## src/common/spi_master_defs.svh

```systemverilog
// Bit positions, reset values and timing constants of the serial port.
`ifndef SPI_MASTER_DEFS_SVH
`define SPI_MASTER_DEFS_SVH

`define CTL_FLAG_BIT 7
`define CTL_MASTER_BIT 6
`define CTL_FAULT_BIT 5
`define CTL_SEL_HI_BIT 3
`define CTL_SEL_LO_BIT 2
`define CTL_ENABLE_BIT 0
`define CTL_RESET 8'h04
`define SCK_HALF_CYCLES 8'h02
`define BYTE_BITS 4'h8
`define FIFO_DEPTH 8

`endif

```

## src/common/spi_master_pkg.sv

```systemverilog
// Types shared by the serial port engine.
package spi_master_pkg;

  typedef enum logic [1:0] {
    SEL_THREE_WIRE,
    SEL_MULTI_MASTER,
    SEL_FOUR_WIRE
  } select_mode_e;

  typedef struct packed {
    logic sck;
    logic mosi;
    logic sel_out;
    logic sel_oe;
  } serial_pins_s;

  typedef struct packed {
    logic transfer_complete_flag;
    logic master_enable_bit;
    logic mode_fault_flag;
    logic select_mode_hi;
    logic select_mode_lo;
    logic port_enable_bit;
  } control_s;

endpackage

```

## src/core/byte_fifo.sv

```systemverilog
// Small synchronous FIFO with valid and ready on both sides.
`timescale 1ns/1ps
module byte_fifo #(
  parameter int WIDTH = 8,
  parameter int DEPTH = 8
) (
  input wire logic clk, // system clock
  input wire logic rst_n, // asynchronous reset, active low
  input wire logic [WIDTH-1:0] in_data, // write data
  input wire logic in_valid, // write request
  output logic in_ready, // not full
  output logic [WIDTH-1:0] out_data, // head entry
  output logic out_valid, // not empty
  input wire logic out_ready // head taken
);

  localparam int AW = $clog2(DEPTH);

  initial begin
    if (DEPTH < 2 || (1 << AW) != DEPTH || WIDTH < 1) begin
      $error("byte_fifo: DEPTH must be a power of two of at least 2");
    end
  end

  logic [WIDTH-1:0] mem_ff [DEPTH];
  logic [AW:0] wr_ptr_ff;
  logic [AW:0] rd_ptr_ff;
  wire do_wr = in_valid && in_ready;
  wire do_rd = out_valid && out_ready;
  wire ptr_eq = wr_ptr_ff[AW-1:0] == rd_ptr_ff[AW-1:0];

  assign in_ready = !(ptr_eq && (wr_ptr_ff[AW] != rd_ptr_ff[AW]));
  assign out_valid = wr_ptr_ff != rd_ptr_ff;
  assign out_data = mem_ff[rd_ptr_ff[AW-1:0]];

  always_ff @(posedge clk) begin
    if (do_wr) begin
      mem_ff[wr_ptr_ff[AW-1:0]] <= in_data;
    end
  end

  always_ff @(posedge clk or negedge rst_n) begin
    if (!rst_n) begin
      wr_ptr_ff <= '0;
      rd_ptr_ff <= '0;
    end else begin
      wr_ptr_ff <= wr_ptr_ff + (AW+1)'(do_wr);
      rd_ptr_ff <= rd_ptr_ff + (AW+1)'(do_rd);
    end
  end

endmodule // byte_fifo

```

## src/core/spi_master_engine.sv

```systemverilog
// Master-mode engine of the serial peripheral port.
// Contract
// - Setting master_enable_bit together with port_enable_bit makes the port act as bus master.
// - A data register write in master mode goes to the transmit buffer.
// - With the shift register empty, the buffered byte loads and starts.
// - The started byte shifts out on MOSI while SCK is generated.
// - End of each byte sets transfer_complete_flag.
// - A set transfer_complete_flag raises an interrupt request if enabled.
// - The slave returns its bits on MISO during the same transfer.
// - Incoming bits enter the shift register most significant bit first.
// - A full received byte goes to the receive buffer for reads.
// - Select mode 01, the reset default, is multi-master with select input.
// - Low select input in multi-master clears enables and sets mode fault.
// - A set mode_fault_flag raises an interrupt request if enabled.
// - After a fault the port stays off until software re-enables it.
// - Select mode 00 is three-wire; the select pin is unused.
// - Select mode hi bit set is four-wire with select driven out.
// - In four-wire mode the select output follows select_mode_lo.
`timescale 1ns/1ps
`include "spi_master_defs.svh"
module spi_master_engine #(
  parameter int FIFO_DEPTH = `FIFO_DEPTH,
  parameter logic [7:0] HALF_CYCLES = `SCK_HALF_CYCLES
) (
  input wire logic clk, // system clock, 25 MHz
  input wire logic rst_n, // asynchronous reset, active low
  input wire logic ctl_wr, // control register write strobe
  input wire logic [7:0] ctl_wdata, // control register write value
  output logic [7:0] ctl_rdata, // control register contents
  input wire logic data_wr, // data register write strobe
  input wire logic [7:0] data_wdata, // byte to transmit
  output logic data_wr_ready, // transmit buffer can take a byte
  output logic [7:0] rx_data, // receive buffer
  input wire logic irq_enable, // interrupt enable for this port
  output logic irq, // interrupt request, level
  output logic sck, // serial clock out
  output logic sck_oe, // serial clock drive enable
  output logic mosi, // serial data out
  output logic mosi_oe, // serial data drive enable
  input wire logic miso, // serial data in
  input wire logic slave_select_in, // select pin level
  output logic slave_select_out, // select pin drive value
  output logic slave_select_oe // select pin drive enable
);

  // ----------------------------------------------------------------
  // Parameter check
  // ----------------------------------------------------------------
  initial begin
    if (HALF_CYCLES == 8'h00) begin
      $error("spi_master_engine: HALF_CYCLES must be nonzero");
    end
    if (FIFO_DEPTH < 2 || (1 << $clog2(FIFO_DEPTH)) != FIFO_DEPTH) begin
      $error("spi_master_engine: FIFO_DEPTH must be a power of two");
    end
  end

  // Occupancy needs one bit more than the FIFO index to tell full from empty.
  localparam int LVL_W = $clog2(FIFO_DEPTH) + 1;
  localparam logic [7:0] CTL_RESET_W = `CTL_RESET;

  typedef enum logic [1:0] {
    ST_IDLE,
    ST_LOW,
    ST_HIGH
  } shift_state_e;

  // ----------------------------------------------------------------
  // Control register
  // ----------------------------------------------------------------
  spi_master_pkg::control_s ctl_ff;
  spi_master_pkg::control_s nxt_ctl;
  spi_master_pkg::serial_pins_s pins_ff;
  spi_master_pkg::serial_pins_s nxt_pins;
  spi_master_pkg::select_mode_e sel_mode;
  shift_state_e state_ff;
  shift_state_e nxt_state;
  logic [7:0] shift_ff;
  logic [7:0] nxt_shift;
  logic [7:0] rx_ff;
  logic [3:0] bit_cnt_ff;
  logic [3:0] nxt_bit_cnt;
  logic [7:0] div_ff;
  logic [7:0] nxt_div;
  logic irq_ff;
  logic [7:0] fifo_data;
  logic fifo_valid;
  logic [LVL_W-1:0] level_ff;
  logic [LVL_W-1:0] nxt_level;
  logic data_wr_ready_ff;
  logic nxt_ready;
  logic [7:0] ctl_rdata_ff;
  logic drive_oe_ff;
  logic nxt_drive_oe;
  logic nxt_irq;
  logic tx_push;

  wire [7:0] nxt_ctl_bits = {nxt_ctl.transfer_complete_flag,
                             nxt_ctl.master_enable_bit,
                             nxt_ctl.mode_fault_flag,
                             1'b0,
                             nxt_ctl.select_mode_hi,
                             nxt_ctl.select_mode_lo,
                             1'b0,
                             nxt_ctl.port_enable_bit};

  wire master_on = ctl_ff.master_enable_bit && ctl_ff.port_enable_bit;

  assign sel_mode = ctl_ff.select_mode_hi ? spi_master_pkg::SEL_FOUR_WIRE :
                    ctl_ff.select_mode_lo ? spi_master_pkg::SEL_MULTI_MASTER :
                                            spi_master_pkg::SEL_THREE_WIRE;

  wire fault_hit = (sel_mode == spi_master_pkg::SEL_MULTI_MASTER) &&
                   master_on && !slave_select_in;

  wire half_done = div_ff == (HALF_CYCLES - 8'h01);
  wire last_bit = bit_cnt_ff == (`BYTE_BITS - 4'h1);
  wire load_byte = (state_ff == ST_IDLE) && fifo_valid && master_on &&
                   !fault_hit;
  wire byte_done = (state_ff == ST_HIGH) && half_done && last_bit;

  // ----------------------------------------------------------------
  // Transmit buffer
  // ----------------------------------------------------------------
  // Writes that find the buffer full are dropped; data_wr_ready warns first.
  assign tx_push = data_wr && ctl_ff.master_enable_bit && data_wr_ready_ff;

  byte_fifo #(
    .WIDTH(8),
    .DEPTH(FIFO_DEPTH)
  ) tx_buffer (
    .clk(clk),
    .rst_n(rst_n),
    .in_data(data_wdata),
    .in_valid(tx_push),
    .in_ready(),
    .out_data(fifo_data),
    .out_valid(fifo_valid),
    .out_ready(load_byte)
  );

  // ----------------------------------------------------------------
  // Control next state
  // ----------------------------------------------------------------
  always_comb begin
    nxt_ctl = ctl_ff;
    if (ctl_wr) begin
      nxt_ctl.transfer_complete_flag = ctl_wdata[`CTL_FLAG_BIT];
      nxt_ctl.master_enable_bit = ctl_wdata[`CTL_MASTER_BIT];
      nxt_ctl.mode_fault_flag = ctl_wdata[`CTL_FAULT_BIT];
      nxt_ctl.select_mode_hi = ctl_wdata[`CTL_SEL_HI_BIT];
      nxt_ctl.select_mode_lo = ctl_wdata[`CTL_SEL_LO_BIT];
      nxt_ctl.port_enable_bit = ctl_wdata[`CTL_ENABLE_BIT];
    end
    if (byte_done) begin
      nxt_ctl.transfer_complete_flag = 1'b1;
    end
    if (fault_hit) begin
      nxt_ctl.master_enable_bit = 1'b0;
      nxt_ctl.port_enable_bit = 1'b0;
      nxt_ctl.mode_fault_flag = 1'b1;
    end
  end

  // ----------------------------------------------------------------
  // Shift engine
  // ----------------------------------------------------------------
  always_comb begin
    nxt_state = state_ff;
    nxt_shift = shift_ff;
    nxt_bit_cnt = bit_cnt_ff;
    nxt_div = div_ff;
    nxt_pins = pins_ff;
    case (state_ff)
      ST_IDLE: begin
        nxt_div = 8'h00;
        nxt_bit_cnt = 4'h0;
        nxt_pins.sck = 1'b0;
        if (load_byte) begin
          nxt_shift = fifo_data;
          nxt_pins.mosi = fifo_data[7];
          nxt_state = ST_LOW;
        end
      end
      ST_LOW: begin
        nxt_div = half_done ? 8'h00 : div_ff + 8'h01;
        if (half_done) begin
          nxt_pins.sck = 1'b1;
          nxt_shift = {shift_ff[6:0], miso};
          nxt_state = ST_HIGH;
        end
      end
      ST_HIGH: begin
        nxt_div = half_done ? 8'h00 : div_ff + 8'h01;
        if (half_done) begin
          nxt_pins.sck = 1'b0;
          nxt_pins.mosi = shift_ff[7];
          nxt_bit_cnt = bit_cnt_ff + 4'h1;
          nxt_state = last_bit ? ST_IDLE : ST_LOW;
        end
      end
      default: begin
        nxt_state = ST_IDLE;
      end
    endcase
    // Losing the bus mid-byte stops the clock at once to avoid contention.
    if (fault_hit || !master_on) begin
      nxt_state = ST_IDLE;
      nxt_pins.sck = 1'b0;
    end
    nxt_pins.sel_oe = nxt_ctl.select_mode_hi;
    nxt_pins.sel_out = nxt_ctl.select_mode_lo;
  end

  // ----------------------------------------------------------------
  // Transmit buffer occupancy
  // ----------------------------------------------------------------
  // The count mirrors the FIFO so that data_wr_ready can come from a flop.
  assign nxt_level = level_ff + LVL_W'(tx_push) - LVL_W'(load_byte);
  assign nxt_ready = nxt_level != LVL_W'(FIFO_DEPTH);

  always_ff @(posedge clk or negedge rst_n) begin
    if (!rst_n) begin
      level_ff <= '0;
      data_wr_ready_ff <= 1'b1;
    end else begin
      level_ff <= nxt_level;
      data_wr_ready_ff <= nxt_ready;
    end
  end

  // ----------------------------------------------------------------
  // Control register state
  // ----------------------------------------------------------------
  always_ff @(posedge clk or negedge rst_n) begin
    if (!rst_n) begin
      ctl_ff.transfer_complete_flag <= CTL_RESET_W[`CTL_FLAG_BIT];
      ctl_ff.master_enable_bit <= CTL_RESET_W[`CTL_MASTER_BIT];
      ctl_ff.mode_fault_flag <= CTL_RESET_W[`CTL_FAULT_BIT];
      ctl_ff.select_mode_hi <= CTL_RESET_W[`CTL_SEL_HI_BIT];
      ctl_ff.select_mode_lo <= CTL_RESET_W[`CTL_SEL_LO_BIT];
      ctl_ff.port_enable_bit <= CTL_RESET_W[`CTL_ENABLE_BIT];
    end else begin
      ctl_ff <= nxt_ctl;
    end
  end

  // Loading from the next value keeps the readback in step with ctl_ff.
  always_ff @(posedge clk or negedge rst_n) begin
    if (!rst_n) begin
      ctl_rdata_ff <= CTL_RESET_W;
    end else begin
      ctl_rdata_ff <= nxt_ctl_bits;
    end
  end

  // ----------------------------------------------------------------
  // Shift registers and serial pins
  // ----------------------------------------------------------------
  always_ff @(posedge clk or negedge rst_n) begin
    if (!rst_n) begin
      state_ff <= ST_IDLE;
      shift_ff <= '0;
      bit_cnt_ff <= '0;
      div_ff <= '0;
    end else begin
      state_ff <= nxt_state;
      shift_ff <= nxt_shift;
      bit_cnt_ff <= nxt_bit_cnt;
      div_ff <= nxt_div;
    end
  end

  assign nxt_drive_oe = nxt_ctl.master_enable_bit &&
                        nxt_ctl.port_enable_bit;

  always_ff @(posedge clk or negedge rst_n) begin
    if (!rst_n) begin
      pins_ff.sck <= 1'b0;
      pins_ff.mosi <= 1'b0;
      pins_ff.sel_out <= CTL_RESET_W[`CTL_SEL_LO_BIT];
      pins_ff.sel_oe <= CTL_RESET_W[`CTL_SEL_HI_BIT];
      drive_oe_ff <= 1'b0;
    end else begin
      pins_ff <= nxt_pins;
      drive_oe_ff <= nxt_drive_oe;
    end
  end

  always_ff @(posedge clk or negedge rst_n) begin
    if (!rst_n) begin
      rx_ff <= '0;
    end else if (byte_done) begin
      rx_ff <= shift_ff;
    end
  end

  // ----------------------------------------------------------------
  // Interrupt and outputs
  // ----------------------------------------------------------------
  // done or mode fault interrupt
  assign nxt_irq = irq_enable &&
                   (nxt_ctl.transfer_complete_flag || nxt_ctl.mode_fault_flag);

  always_ff @(posedge clk or negedge rst_n) begin
    if (!rst_n) begin
      irq_ff <= 1'b0;
    end else begin
      irq_ff <= nxt_irq;
    end
  end

  // Every output below is a plain copy of a flop.
  assign ctl_rdata = ctl_rdata_ff;
  assign data_wr_ready = data_wr_ready_ff;
  assign rx_data = rx_ff;
  assign irq = irq_ff;
  assign sck = pins_ff.sck;
  assign sck_oe = drive_oe_ff;
  assign mosi = pins_ff.mosi;
  assign mosi_oe = drive_oe_ff;
  assign slave_select_out = pins_ff.sel_out;
  assign slave_select_oe = pins_ff.sel_oe;

endmodule // spi_master_engine

```

## config.mk

```make
export PLATFORM = sky130hd
export DESIGN_NAME = spi_master_engine
export DESIGN_NICKNAME = d
export VERILOG_FILES = /design/src/common/spi_master_pkg.sv /design/src/core/byte_fifo.sv /design/src/core/spi_master_engine.sv
export VERILOG_INCLUDE_DIRS = /design/src /design/src/common
export SDC_FILE = /design/constraint.sdc
export NUM_CORES = 1
export LEC_CHECK = 0
export BUFFER_PORTS_ARGS = -buffer_cell sky130_fd_sc_hd__buf_2
export CORE_ASPECT_RATIO = 0.8
export CORE_MARGIN = 3
export CORE_UTILIZATION = 35
export CTS_CLUSTER_SIZE = 30
export DETAILED_ROUTE_END_ITERATION = 10
export GPL_TIMING_DRIVEN = 0
export PLACE_DENSITY = 0.62
export SYNTH_ARGS = -nofsm -noshare
export SYNTH_HDL_FRONTEND = slang
export SYNTH_SLANG_ARGS = --single-unit
```

## constraint.sdc

```tcl
create_clock -name clk -period 2.75 [get_ports clk]
set_input_delay 0.275 -clock clk [delete_from_list [all_inputs] [get_ports clk]]
set_output_delay 0.275 -clock clk [all_outputs]
set_load 0.05 [all_outputs]
```

==> flow_summary.toml <==
[cts]
cts-root-buf = "clkbuf_16"
cts_tree = "yes"
clk_pin_slew_ns = 0.05
clkLatencyLatePin_ns = 0.41
clock-sinks = 117
htreeDepth = 4
clockBufferDepth = 2
cts_buffers = 17

[grt]
grt_use_met2_pct = 19.07
grt_pass1_vias = 2823
grt_usage_pct = 12.65
grt_use_met3_pct = 4.275
grt.busiest_layer = "met2"
antenna_found_initial = 0
grt_max_degree = 54
grt_pass1_wl_mm = 15.27
grt_overflow = 0
groute.layer.met1.usage_pct = 17.14

[synth]
synth_area_leaders = "edfxtp_1 (38%), dfrtp_1 (25%), mux2_2 (5.1%)"
post-synth-top-count-cell = "edfxtp_1"
yosys.area_share.adder_pct = 4.353
synth_compound_area_share_pct = 3.191
yosysSeqAreaShare_pct = 64.26
synth_enable_flop_cells = 64
synth_top_family_by_area = "multiplexers"
synth-xor-area-share_pct = 2.943
synth.distinct_cells = 43
synth_top_cell_area_share_pct = 37.99
syn_area_per_cell_um2 = 15.56
synth_top_cell_by_area = "edfxtp_1"
synth-seq-cells = 117
ys_warn_count = 0
async_flop_share_pct = 45.30
synth_commonest_cells = "edfxtp_1 (64), dfrtp_1 (51), mux2_2 (23), nor2_1 (19)"
synth.area.mux_share_pct = 15.26
netlist_area_um2 = 5059
synthSimpleGateAreaFrac_pct = 7.297
synth_cells = 325
ys.flop_type = "edfxtp_1"

[timing]
setup_viol = 0
fin_crit_ns = 2.739
rsz0062_at_grt = "yes"
drv_slew = 0
period_share_pct = 99.60
max_clock_freq_ghz = 0.3651
finClkSkew_ns = 0.01418
tightest_slew_ns = 1.164
finalHoldViolCount = 0
holdWs_ns = 0.09094
relSlewSlack_pct = 22.40

[pwr]
p_switching_uw = 1937
combPwrFrac_pct = 29.7
leakagePower_uw = 0.002521
swShare_pct = 31.80
p_per_area_nw_per_um2 = 987.9
seqPwrFrac_pct = 38.1
clockPowerShare_pct = 32.1
irDropWorstVdd_uv = 431.7
p_int_uw = 4152

[worst_setup_path]
critPathArrivalTime_ns = 3.07
r2r_setup_slack_ns = 0.01
cp_common_cell = "inv_1"
cp-end-kind = "flip-flop"
cp_max_fo = 3
critPathKind = "reg -> reg"
worst_path_max_delay_cell = "or4b_4"
crit_path_max_incr_delay_ns = 0.53
path_cells = "buf_6, xor2_2, nor4_4, nor3_2, ha_1, inv_1, ha_2, inv_2, fa_1, inv_1, or4b_4"
worst_setup_path_start_kind = "flip-flop"
crit_required_ns = 3.08

[place]
dp_hpwl_mm = 6.214
gp_congestion = 0.7180
io_buffers = 41

[floorplan]
initial_core_util_pct = 36.56
dieArea_um2 = 15940
die_y_um = 113.5
pin_count = 47
die_x_um = 140.4
fp-row-count = 38
coreArea_um2 = 13840

[outcome]
status = "finished, final reports clean"

[route]
drt-initial-drc-count = 170
wl_mm = 9.291
ant_nets = 0
drcViolationCount = 0
routedWlPerCell_um = 15.83
vias = 2775
first_pass_iters = 4
via_per_inst = 4.727

[finish]
n_fill_cell = 1220
area_growth_pct = 21.84
nNetsFinal = 435
antenna_cells = 0
layout-drive-gt1-share_pct = 34.89
final_util_pct = 44.55

[flow_run]
maxCapViolCount = 0

[min_path]
hp-class = "in -> reg"
## cells in the final DEF, fill, tap and decap left out, drive strengths merged, types with 2 or more instances in the layout
master,count
edfxtp,64
a21o,3
clkinvlp,4
nand2b,4
dfrtp,51
conb,2
xor2,7
and3,4
buf,63
o21ai,14
clkbuf,19
clkinv,5
inv,15
mux2,23
o31ai,2
dfstp,2
mux2i,13
mux4,16
nor2,19
nor4b,3
o21a,2
ha,16
nand2,17
nand3,6
xnor2,10
a21oi,4
nor2b,2
nor3,7
## metal layers
layer,wire [µm],vias to the layer above
li1,-,1344
met1,4432,1376
met2,4353,46
met3,409,9
met4,97,0
met5,0,-
## cells by family (layout without fill, tap and decap cells)
group                      count (synthesis)  count (layout)
AOI/OAI and AO/OA                         27              27
xor gates and xnor gates                  17              17
adders and majority gates                 17              17
buffers and inverters                     25             106
DFF                                      117             117
muxes                                     52              52
other                                      1               2
and+or+nand+nor                           69              69
## power groups by stage
stage                     clock [µW]  combinational, µW  sequential [µW]
after floorplan                    0               1240             2370
after global placement             0               1660             2320
after detailed placement           0               1700             2330
after CTS                       2000               1800             2320
after global routing            2090               1990             2360
final                           1960               1810             2320
## area by class of cell
type	count	area, µm²	area share [%]
Tap cell	180	225.2	3.654
Inverter	10	37.54	0.6090
Sequential cell	117	3253	52.78
Multi-Input combinational cell	184	1743	28.28
Clock inverter	14	105.1	1.705
Buffer	14	96.34	1.563
Timing Repair Buffer	51	277.8	4.507
Clock buffer	17	425.4	6.902
## per-stage QoR
step | area (µm²) | power, µW | TNS (ns) | instances | worst slack, ns
after global placement | 5519 | 3980 | -1.186 | 547 | -0.4206
after global routing | 6163 | 6445 | -0.1029 | 587 | -0.1029
after detailed placement | 5529 | 4030 | -0.4507 | 548 | -0.4507
final | 6163 | 6089 | 0 | 587 | 0.01097
after CTS | 6137 | 6123 | 0 | 585 | 0.005822
after floorplan | 5089 | 3604 | -0.1781 | 326 | -0.1781
## state kept, by name, summed over array words and instances (netlist names)
name / count
bit_cnt_ff: 4
ctl_rdata: 6
data_wr_ready: 1
div_ff: 8
irq: 1
level_ff: 4
mosi: 1
mosi_oe: 1
rx_data: 8
sck: 1
shift_ff: 8
state_ff: 2
tx_buffer.mem_ff: 64
tx_buffer.rd_ptr_ff: 4
tx_buffer.wr_ptr_ff: 4
## repair_timing
action                     in CTS  in global routing
setup endpoints to repair       1                  1
gates resized for setup         6                  3
hold buffers                    0                  0
pin swaps                       2                  1
setup buffers                   7                  2
## worst max-delay path, delay by kind of cell (launching register included)
kind | cells | cell delay, ns
xor gates and xnor gates | 1 | 0.18
buffers and inverters | 4 | 0.29
DFF | 1 | 0.39
and+or+nand+nor | 3 | 0.89
adders and majority gates | 3 | 0.90
## worst paths after layout
path                                              from                     end  cells after the start
worst max-delay path            tx_buffer.rd_ptr_ff[1]           data_wr_ready                     11
worst max register to register  tx_buffer.rd_ptr_ff[1]           data_wr_ready                     11
worst min register to register              rx_data[2]              rx_data[2]                      1
min in group asynchronous                        rst_n               div_ff[2]                      1
max in group asynchronous                        rst_n  tx_buffer.wr_ptr_ff[2]                      1
worst min-delay path                        irq_enable                     irq                      2
Power figures use the tool's default switching activity.
